==> src/include/load_fault_pkg.sv <==
// Package of constants and types for the load access-error writeback unit
package load_fault_pkg;
  // Operation codes of the memory read instructions handled here
  typedef enum logic [2:0] {
    OP_MOVE     = 3'h0,
    OP_MOVE_ZX  = 3'h1,
    OP_MOVE_SX  = 3'h2,
    OP_TEST     = 3'h3,
    OP_OTHER    = 3'h7
  } load_op_e;

  // Access size codes
  localparam logic [1:0] SIZE_BYTE = 2'h0;
  localparam logic [1:0] SIZE_WORD = 2'h1;
  localparam logic [1:0] SIZE_LONG = 2'h2;

  // Condition-code bit positions
  localparam int CC_C = 0;
  localparam int CC_V = 1;
  localparam int CC_Z = 2;
  localparam int CC_N = 3;
  localparam int CC_X = 4;

  // Values after reset
  localparam logic       RST_FLAG  = 1'h0;
  localparam logic [4:0] RST_CCR   = 5'h00;
  localparam logic [2:0] RST_INDEX = 3'h0;
endpackage : load_fault_pkg

==> src/core/load_access_error_writeback.sv <==
// Writeback and flag control for byte and word memory reads that may fault
// Summary of operation
// - On a read access error, destination data register keeps its old value.
// - On a read access error, condition-code flags keep their old values.
// - Suppression covers byte/word move, zero-extend, sign-extend and test reads.
// - While i_reset_on_error_en is set, any access error, read or write, requests a device reset.
module load_access_error_writeback #(
  parameter int DATA_W = 32,
  parameter int REG_N  = 8,
  parameter int IDX_W  = 3
) (
  input  wire logic                i_clk,
  input  wire logic                i_resetn,
  input  wire logic                i_reset_on_error_en,
  input  wire logic                i_rd_valid,
  input  wire logic [2:0]          i_rd_op,
  input  wire logic [1:0]          i_rd_size,
  input  wire logic [IDX_W-1:0]    i_rd_dest,
  input  wire logic [DATA_W-1:0]   i_rd_data,
  input  wire logic                i_rd_error,
  input  wire logic                i_wr_valid,
  input  wire logic                i_wr_error,
  input  wire logic [IDX_W-1:0]    i_rf_sel,
  output logic [DATA_W-1:0]        o_rf_data,
  output logic [4:0]               o_ccr,
  output logic                     o_reset_req,
  output logic                     o_access_exc,
  output logic                     o_retire
);

  // Decode results shared by the register file, flags and events
  logic              rd_fault;
  logic              wr_fault;
  logic              any_fault;
  logic              is_load;
  logic              ok;
  logic              writes_reg;

  // Shaped load value and the flag inputs taken from it
  // Word loads need DATA_W of at least 16
  logic [DATA_W-1:0] old;
  logic [DATA_W-1:0] ext;
  logic [DATA_W-1:0] merged;
  logic [DATA_W-1:0] result;
  logic              msb;
  logic              zero;

  // Register file, one entry per destination index
  logic [DATA_W-1:0] regs_q [REG_N];
  logic [DATA_W-1:0] regs_d [REG_N];

  // Condition codes, bit positions from the package
  logic [4:0]        ccr_q;
  logic [4:0]        ccr_d;

  // Event outputs
  logic              reset_req_q;
  logic              reset_req_d;
  logic              exc_q;
  logic              exc_d;
  logic              retire_q;
  logic              retire_d;

  // Register view
  logic [DATA_W-1:0] rf_data_q;
  logic [DATA_W-1:0] rf_data_d;

  // Decode; a read that faults must never count as a good load
  always_comb begin
    // Ops above test neither retire nor touch registers or flags
    is_load    = (i_rd_op == load_fault_pkg::OP_MOVE) ||
                 (i_rd_op == load_fault_pkg::OP_MOVE_ZX) ||
                 (i_rd_op == load_fault_pkg::OP_MOVE_SX) ||
                 (i_rd_op == load_fault_pkg::OP_TEST);
    rd_fault   = i_rd_valid && i_rd_error;
    wr_fault   = i_wr_valid && i_wr_error;
    // A read and a write fault in one cycle make a single event
    any_fault  = rd_fault || wr_fault;
    ok         = i_rd_valid && is_load && !i_rd_error;
    // Test reads set flags only and write no register
    writes_reg = ok && (i_rd_op != load_fault_pkg::OP_TEST);
  end

  // Shape the loaded value; bytes and words arrive in the low bits
  always_comb begin
    old    = regs_q[i_rd_dest];
    ext    = '0;
    merged = old;
    msb    = 1'h0;
    zero   = 1'h0;
    // Byte loads: sign from bit 7, zero test on the low byte
    if (i_rd_size == load_fault_pkg::SIZE_BYTE) begin
      msb         = i_rd_data[7];
      zero        = (i_rd_data[7:0] == 8'h00);
      ext[7:0]    = i_rd_data[7:0];
      merged[7:0] = i_rd_data[7:0];
      if (i_rd_op == load_fault_pkg::OP_MOVE_SX) begin
        ext[DATA_W-1:8] = {(DATA_W-8){msb}};
      end
    // Word loads: same pattern on the low half
    end else if (i_rd_size == load_fault_pkg::SIZE_WORD) begin
      msb          = i_rd_data[15];
      zero         = (i_rd_data[15:0] == 16'h0000);
      ext[15:0]    = i_rd_data[15:0];
      merged[15:0] = i_rd_data[15:0];
      if (i_rd_op == load_fault_pkg::OP_MOVE_SX) begin
        ext[DATA_W-1:16] = {(DATA_W-16){msb}};
      end
    end else begin
      // Full-width reads pass straight through
      msb    = i_rd_data[DATA_W-1];
      zero   = (i_rd_data == '0);
      ext    = i_rd_data;
      merged = i_rd_data;
    end
    // Plain moves keep the upper destination bits, the others extend
    result = (i_rd_op == load_fault_pkg::OP_MOVE) ? merged : ext;
  end

  // One entry per register; only the addressed entry takes a good load
  for (genvar g = 0; g < REG_N; g++) begin : g_reg
    always_comb begin
      regs_d[g] = regs_q[g];
      // A faulting read leaves the old contents in place
      if (writes_reg && (i_rd_dest == IDX_W'(g))) begin
        regs_d[g] = result;
      end
    end

    // Entries clear on reset with the rest of the core
    always_ff @(posedge i_clk or negedge i_resetn) begin
      if (!i_resetn) begin
        regs_q[g] <= '0;
      end else begin
        regs_q[g] <= regs_d[g];
      end
    end
  end

  // Flags follow a good load only; the extend bit is never touched
  always_comb begin
    ccr_d = ccr_q;
    if (ok) begin
      ccr_d[load_fault_pkg::CC_N] = msb;
      ccr_d[load_fault_pkg::CC_Z] = zero;
      // Overflow and carry always clear on a load
      ccr_d[load_fault_pkg::CC_V] = 1'h0;
      ccr_d[load_fault_pkg::CC_C] = 1'h0;
    end
  end

  // Flags register
  always_ff @(posedge i_clk or negedge i_resetn) begin
    if (!i_resetn) begin
      ccr_q <= load_fault_pkg::RST_CCR;
    end else begin
      ccr_q <= ccr_d;
    end
  end

  // Any fault, read or write, asks for a device reset while enabled
  always_comb begin
    reset_req_d = reset_req_q;
    if (any_fault && i_reset_on_error_en) begin
      reset_req_d = 1'h1;
    end
  end

  // Sticky, since only the device reset it asks for may clear it
  always_ff @(posedge i_clk or negedge i_resetn) begin
    if (!i_resetn) begin
      reset_req_q <= load_fault_pkg::RST_FLAG;
    end else begin
      reset_req_q <= reset_req_d;
    end
  end

  // With reset off a fault raises the exception instead of retiring
  always_comb begin
    exc_d    = any_fault && !i_reset_on_error_en;
    // Retire only what really loaded; a faulting read never retires
    retire_d = ok;
  end

  // One-cycle event pulses
  always_ff @(posedge i_clk or negedge i_resetn) begin
    if (!i_resetn) begin
      exc_q    <= load_fault_pkg::RST_FLAG;
      retire_q <= load_fault_pkg::RST_FLAG;
    end else begin
      exc_q    <= exc_d;
      retire_q <= retire_d;
    end
  end

  // View of one register; index is not range checked against REG_N
  always_comb begin
    rf_data_d = regs_q[i_rf_sel];
  end

  // View register; one edge of lag buys a flopped output
  always_ff @(posedge i_clk or negedge i_resetn) begin
    if (!i_resetn) begin
      rf_data_q <= '0;
    end else begin
      rf_data_q <= rf_data_d;
    end
  end

  // Outputs straight from their flops
  assign o_rf_data    = rf_data_q;
  assign o_ccr        = ccr_q;
  assign o_reset_req  = reset_req_q;
  assign o_access_exc = exc_q;
  assign o_retire     = retire_q;

endmodule : load_access_error_writeback

==> config.mk <==
export PLATFORM = sky130hd
export DESIGN_NAME = load_access_error_writeback
export DESIGN_NICKNAME = d
export VERILOG_FILES = /design/src/include/load_fault_pkg.sv /design/src/core/load_access_error_writeback.sv
export SDC_FILE = /design/constraint.sdc
export NUM_CORES = 1
export LEC_CHECK = 0
export BUFFER_PORTS_ARGS = -buffer_cell sky130_fd_sc_hd__buf_2
export CAP_MARGIN = 40
export CORE_MARGIN = 2
export CORE_UTILIZATION = 55
export DETAILED_ROUTE_END_ITERATION = 10
export GPL_TIMING_DRIVEN = 1
export PLACE_DENSITY_LB_ADDON = 0.15
export SYNTH_ARGS = -nofsm -noshare
export SYNTH_HDL_FRONTEND = slang
export SYNTH_SLANG_ARGS = --single-unit
==> constraint.sdc <==
create_clock -name i_clk -period 2.3 [get_ports i_clk]
set_clock_uncertainty 0.05 [all_clocks]
set_input_delay 0.345 -clock i_clk [delete_from_list [all_inputs] [get_ports i_clk]]
set_output_delay 0.345 -clock i_clk [all_outputs]
set_load 0.05 [all_outputs]
==> results summary, run 1 <==
The worst-path maximum fanout is 8. The max-cap check violation count came out at 0. The number of port buffers is 86. The critical register-to-register path startpoint is regs_q[212].

Post-CTS timing repair inserted 0 buffers for setup. VDD sags by at most 0.821 mV. Entering global routing, the biggest net connects 67 pins. The distinct cell type count after synthesis is 50. The worst register-to-register path has a depth of 4. The y dimension of the die is 167 um. The leakage dissipation came out at 7.73 nW.

The synthesized instance count is 1208. The post-synthesis sequential element count is 293. The slew at the pin closest to its max-slew limit is 793 ps. The clock latency on the worst-skew pair is 510 ps. Global routing finished with a remaining overflow of 0. The register area came out at 7330 sq um.

The area of combinational cells with multiple inputs is 6730 sq um. The worst setup path is launched from a flop. The synthesized area per cell came out at 12.1 sq um.

The post-detailed-placement half-perimeter wirelength is 24.7 mm. Yosys mapped a number of flops with a built-in enable equal to 0. The power after layout is 0.0158 W. The most used flip-flop cell after synthesis is sky130_fd_sc_hd__dfrtp_1. The H-tree level count came out at 2. The layer flagged by global routing as most heavily used is met2.

The max-slew violation total from the final report is 0. The relative slew slack is 0.472. The standard-cell row count is 59. After filler insertion, the fill cell instance count of the layout stands at 1972. The total I/O pin count came out at 90. The initial standard-cell utilization of the core is 0.561. The sink count of the clock tree is 293. Setup repair after global routing left no endpoint under its margin. The final layout contains 1366 nets. The run finished with clean final reports. The hold path endpoint is regs_q[160].

The worst hold path begins at i_rd_data[0]. The detailed router finished its first iteration with 1007 violations. The post-CTS resize count came out at 0. For this run, global-route usage on met3 was measured as 0.0423.

The number of iterations in the first detailed-routing pass is 5. The hold violation count in the final report is 0. At the end of routability-driven placement, the weighted congestion stood at 0.846. For met1 alone, demand over resource in global routing was 0.409. The first-pass GRT wire length came out at 61.1 mm. The share of the Yosys chip area taken by registers is 0.502.

In this run the critical register-to-register path is captured at regs_q[84]. The number of vias after detailed routing is 10500. The data arrival time of the critical path came out at 2350 ps. The fraction of layout cells with a size suffix above 1 came out at 0.333.

The total die area is 27900 sq um. The portion of the clock cycle consumed by the worst path in the final layout is 0.880. The endpoint kind of the worst setup timing path is a flop. The type of the worst min-delay path is in -> reg. The quantity of hold-fixing buffers added after cts is 2. TritonCTS built the clock tree. Setup total negative slack on the finished layout was measured at 0 ps.

For met2 alone, demand over resource in global routing was 0.442. The core outline area is 26100 sq um. The number of instances in the placed design is 1613. The count of antenna-violating nets left after detailed routing came out at 0. The CTS root buffer is sky130_fd_sc_hd__clkbuf_16.

In the global route stage, overall resource usage came out at 0.281. The upper clock frequency limit is 494 MHz. The cell area after synthesis is 14600 sq um. Clock-pin slew was measured on the worst setup and hold paths at 60 ps. The total setup violations reported at the end of the flow came out at 0. Counting I/O delays and the setup requirement, the final critical path takes 2020 ps. The count of synthesis-stage warnings from yosys came out at 0.

The maximum clock insertion buffer count is 3. The required time of the critical path came out at 2620 ps. The number of antenna violations at the first check in global routing is 2. The path type of the worst setup path is reg -> reg. After detailed routing, the total wire length is 38.2 mm. The average routed wire per standard cell is 22.8 um. From left edge to right edge, the die measures 167 um. The relative area change from synthesis to final layout came out at 16.6%. After the flow finishes, the layout carries non-filler instances totaling 1676.

The number of global-route vias before repair is 10600. The worst hold path depth came out at 3. After detailed routing, the number of vias per cell comes to 6.24.

The power per cell area is 928 nW/um^2. In the routed design, unresolved DRC markers number 0. In this run the register-to-register setup slack is 280 ps. In the synthesized netlist the async set-or-reset flop fraction comes to 1.00. The CTS buffer count is 34.
## critical path: stages, from the launching register on
cell and delay (ps):
sky130_fd_sc_hd__dfrtp_1 420, sky130_fd_sc_hd__mux4_1 500, sky130_fd_sc_hd__mux2_2 310, sky130_fd_sc_hd__a221oi_4 470, sky130_fd_sc_hd__a21oi_1 140
## registers in the layout, indices dropped and copies added, names as in the netlist
signal / count
o_ccr: 2
regs_q: 256
o_access_exc: 1
o_rf_data: 32
o_retire: 1
o_reset_req: 1
## where the power goes
part           switching (W)  internal (W)
sequential          0.000722       0.00624
clock                0.00210       0.00331
combinational        0.00181       0.00164
## logic make-up (layout without fill, tap and decap cells)
| kind of cell | after synthesis | after routing | share of synthesized area |
|---|---|---|---|
| other | 1 | 4 | 0.000257 |
| AO/OA/AOI/OAI | 212 | 212 | 0.0983 |
| AND/OR/NAND/NOR | 352 | 352 | 0.102 |
| multiplexers | 246 | 246 | 0.258 |
| buffers and inverters | 104 | 234 | 0.0402 |
| flip-flops | 293 | 293 | 0.502 |
## how the worst max path moves through the flow
stage	from	end	slack, ps	depth (start not counted)
6_report	regs_q[212]	regs_q[84]	280	4
5_1_grt	regs_q[212]	regs_q[180]	180	4
3_3_place_gp	i_rd_dest[0]	regs_q[95]	50	6
2_1_floorplan	i_rd_dest[0]	regs_q[212]	250	6
3_5_place_dp	i_rd_dest[0]	regs_q[255]	9	6
4_1_cts	regs_q[212]	regs_q[84]	260	4
## metal layers
metal  share of wire  vias to the layer above
li1                -                     4652
met2            0.47                      393
met4           0.026                        2
met3           0.063                       78
met5         0.00031                        -
met1            0.44                     5335
## Yosys cell counts, types with 8 or more instances
master | count | share of area
sky130_fd_sc_hd__buf_6 | 11 | 0.0085
sky130_fd_sc_hd__nand3_1 | 10 | 0.0034
sky130_fd_sc_hd__mux4_2 | 82 | 0.13
sky130_fd_sc_hd__mux2i_1 | 36 | 0.025
sky130_fd_sc_hd__buf_4 | 22 | 0.011
sky130_fd_sc_hd__a21o_1 | 8 | 0.0041
sky130_fd_sc_hd__a21oi_1 | 64 | 0.022
sky130_fd_sc_hd__buf_2 | 26 | 0.0089
sky130_fd_sc_hd__dfrtp_1 | 293 | 0.50
sky130_fd_sc_hd__nor2b_1 | 10 | 0.0043
sky130_fd_sc_hd__o21ai_0 | 8 | 0.0027
sky130_fd_sc_hd__a22oi_1 | 9 | 0.0046
sky130_fd_sc_hd__nand2_1 | 150 | 0.039
sky130_fd_sc_hd__clkbuf_1 | 40 | 0.010
sky130_fd_sc_hd__nor2_1 | 145 | 0.037
sky130_fd_sc_hd__a31oi_1 | 85 | 0.036
sky130_fd_sc_hd__mux2_2 | 116 | 0.089
## cell type report
type                       count  area share
sequential                   293       0.430
inverter                       4    0.000881
clock inverter                 9     0.00602
tap                          335      0.0246
multi-input combinational    813       0.395
clock buffer                  51      0.0602
timing repair buffer         170      0.0832
antenna                        1    0.000147
## cells in the final DEF (no fill, tap or decap), drive strengths merged, types with 15 or more instances in the layout
master / instances
a21oi: 64
a31oi: 85
buf: 168
clkbuf: 51
dfrtp: 293
mux2: 120
mux2i: 36
mux4: 90
nand2: 150
nor2: 146
o21ai: 15
## stage by stage
stage,instance area (sq um),util,setup slack [ps],hold slack (ps)
finish,17000,0.654,276,84.8
CTS,17000,0.654,263,67.0
floorplan,14600,-,246,-0.591
detailed placement,15900,0.610,8.68,261
global placement,15900,0.610,48.4,258
global route,17000,0.654,178,90.0
Note: power is estimated with default switching activity, not from simulation.
==> run 2, diff against run 1 <==
Settings changed: CORE_UTILIZATION 55 to 60, GPL_TIMING_DRIVEN 1 to 0.
==> run 2 against run 1 <==
Against the previous run: highest routed layer unchanged; critical path depth increased by 2; first-iteration DRC count increased by 47%; sequential share of layout area increased by 1.1 points; power decreased by 0.45%; clock-buffer cell count decreased by 8; global-route usage increased by 7.1 points; register-to-register slack got worse by 70 ps; combinational power about the same; hold slack improved by 6.0 ps; cell area decreased by 2.4%; clock power decreased by 2%.
==> results summary, run 2 (synthesized netlist as in run 1, its figures left out) <==
Setup repair after global routing left no endpoint under its margin. The detail-routed via count per cell came out at 6.65. TritonCTS built the clock tree.

The max-cap check violation count is 0. The leakage dissipation came out at 7.54 nW. Setup violations remaining at the end of the flow were counted as 0. The number of iterations in the first detailed-routing pass came out at 5. The CTS buffer count is 31.

The slowest stage of the critical path is the sky130_fd_sc_hd__clkbuf_1 cell. The total I/O pin count is 90. The final period demand of the worst path is 2270 ps. The flow ran to the end, and the final reports show no timing, DRC or antenna violations. The number of antenna violations at the first check in global routing is 1. The worst hold margin came out at 90.8 ps. The internal power summed over all cells came out at 0.0110 W.

At the end of routability-driven placement, the weighted congestion stood at 0.944. The die covers 25600 sq um. The longest clock path from root to sink contains 3 buffers. Of the total power, the clock network draws 0.337. The launching element type of the critical path is a primary input.

From bottom edge to top edge, the die measures 160 um. Setup total negative slack on the finished layout was measured at 0 ps. The hold violation count in the final report is 0. After detailed routing, the average wire length per cell comes to 26.4 um. The combinational share of power is 0.221.

The global-route total usage across every layer came out at 0.352. The worst setup path is captured at a flop. The upper clock frequency limit is 441 MHz. The number of port buffers came out at 73. The floorplan step defined a core boundary enclosing 24100 sq um. The switching part of the total power is 0.301.

Of all nets on the critical path, the largest fanout is 10. Data on the critical path is required at its endpoint by 2660 ps. The number of flip-flops in the largest register is 256. The H-tree level count came out at 1. In the layout the commonest cells are sky130_fd_sc_hd__dfrtp_1 (293), sky130_fd_sc_hd__nand2_1 (150), sky130_fd_sc_hd__nor2_1 (145). The count of antenna-violating nets left after detailed routing is 0. The data arrival time of the critical path came out at 2630 ps. The relative slew slack is 0.376.

The later pin in the worst-skew pair is clocked with a latency of 580 ps. In this run the clock root is driven by a sky130_fd_sc_hd__clkbuf_16. The aggregate routed wire length is 44.2 mm. The relative area change from synthesis to final layout came out at 13.8%. The starting DRC count in detailed routing came out at 1483. Counting the fill cells in the layout gives 1812. The area of combinational cells with multiple inputs is 6710 sq um. The fraction of layout cells with a size suffix above 1 came out at 0.304. The proportion of power drawn by flip-flops and latches is 0.442.

For the pin with the worst max-slew slack, the measured transition is 936 ps. For this run, the number of standard cells in the final layout without fillers is 1673. The number of instances in the placed design came out at 1614. The register area is 7330 sq um. The number of buffers and inverters on the critical path is 3. The max-slew violation total from the final report came to 0.

The final layout contains 1374 nets. After floorplanning, the core was divided into 57 placement rows. Ranked by flip-flop count, first place goes to regs_q. The worst-case vdd ir drop came out at 0.658 mV.

The die outline width is 160 um. After detailed routing, the number of remaining DRC violations is 0. Walking the worst path, the cells encountered are buf_2 -> nor4b_2 -> and3_1 -> buf_4 -> clkbuf_1 -> a31oi_1.

After clock tree synthesis, the clock-pin slew on the worst setup and hold paths is 60 ps. The biggest cell delay along the critical path is 680 ps. The number of vias after detailed routing came out at 11100. The sink count of the clock tree came out at 293. By startpoint and endpoint, the worst setup path is classified as in -> reg. The min-delay analysis places its worst path in the category in -> reg. Entering global routing, the biggest net connects 122 pins. The library cell used most frequently in the layout, excluding fill and tap cells, is sky130_fd_sc_hd__dfrtp_1. The initial standard-cell utilization of the core is 0.606. The cell family contributing the most delay on the critical path is buffers and inverters.

Of the available clock period, the critical path in the final layout requires 0.986. Summed over all nets, the switching power comes to 0.00475 W. The total overflow left after global routing is 0. The number of global-route vias before repair is 11400. For this design the ratio of total power to cell area is 947 nW/um^2. The power after layout came out at 0.0158 W.

The post-detailed-placement half-perimeter wirelength came out at 28.7 mm. The first-pass GRT wire length came out at 67.7 mm.
[run 2: cell count changes in the layout (fill, tap and decap cells not counted), moves of 2 or more]
cell and change:
sky130_fd_sc_hd__buf_6 +16, sky130_fd_sc_hd__buf_2 +15, sky130_fd_sc_hd__buf_16 +2, sky130_fd_sc_hd__clkinvlp_4 +4, sky130_fd_sc_hd__and3_1 +7, sky130_fd_sc_hd__clkbuf_16 -4
sky130_fd_sc_hd__buf_4 -35, sky130_fd_sc_hd__and3_2 -7, sky130_fd_sc_hd__bufinv_16 +2, sky130_fd_sc_hd__clkbuf_1 +35, sky130_fd_sc_hd__buf_12 -27
[run 2: worst paths after layout]
check / startpoint / to / slack [ps] / depth (start not counted)
min in group asynchronous: i_resetn / regs_q[203] / 250 / 2
setup / recovery: i_rd_op[2] / regs_q[125] / 30 / 6
hold / removal: i_rd_data[5] / regs_q[133] / 90 / 3
setup reg to reg: regs_q[21] / regs_q[117] / 210 / 4
max in group asynchronous: i_resetn / regs_q[2] / 970 / 3
hold reg to reg: regs_q[197] / regs_q[197] / 420 / 2
[run 2: what timing repair did]
item                                    CTS  global route
endpoints found under the setup margin    8            10
resized for setup                         0             0
setup buffers                             0             0
hold buffers                              2             0
endpoints found under the hold margin    58             0
[run 2: layer usage]
layer | global-route usage | up-vias | share of wire | wire [um]
met5 | 0 | - | 0.00018 | 8
met4 | 0.154 | 2 | 0.046 | 2050
met3 | 0.0722 | 149 | 0.10 | 4480
met2 | 0.547 | 721 | 0.46 | 20500
met1 | 0.488 | 5575 | 0.39 | 17100
li1 | - | 4676 | - | -
[run 2: cell type report]
cell class / instances / area share
flip-flops and latches: 293 / 0.441
multi-input cells: 813 / 0.403
clock buffers: 43 / 0.0542
plain buffers: 98 / 0.0340
repair buffers: 83 / 0.0314
well taps: 324 / 0.0244
clock inverters: 14 / 0.0111
inverters: 4 / 0.000903
diodes: 1 / 0.000150
[run 2: through the flow]
stage                     worst slack [ps]  area [sq um]  utilization
after detailed placement              -613         15500        0.644
final                                 32.1         16600        0.690
after global routing                  50.8         16600        0.690
after CTS                              149         16600        0.690
after global placement               -4650         15400        0.639
after floorplan                        246         14600            -
[run 2: worst reg2reg max path: stages (launching register included)]
cell                       delay, ps
sky130_fd_sc_hd__dfrtp_1         400
sky130_fd_sc_hd__mux4_4          610
sky130_fd_sc_hd__mux2_2          310
sky130_fd_sc_hd__a221oi_4        440
sky130_fd_sc_hd__a21oi_1         130
[run 2: power groups by stage]
stage	clock, W	sequential (W)	combinational (W)
global placement	0	0.00694	0.00333
floorplan	0	0.00735	0.00210
global route	0.00553	0.00708	0.00375
CTS	0.00530	0.00694	0.00347
detailed placement	0	0.00701	0.00343
finish	0.00530	0.00697	0.00348
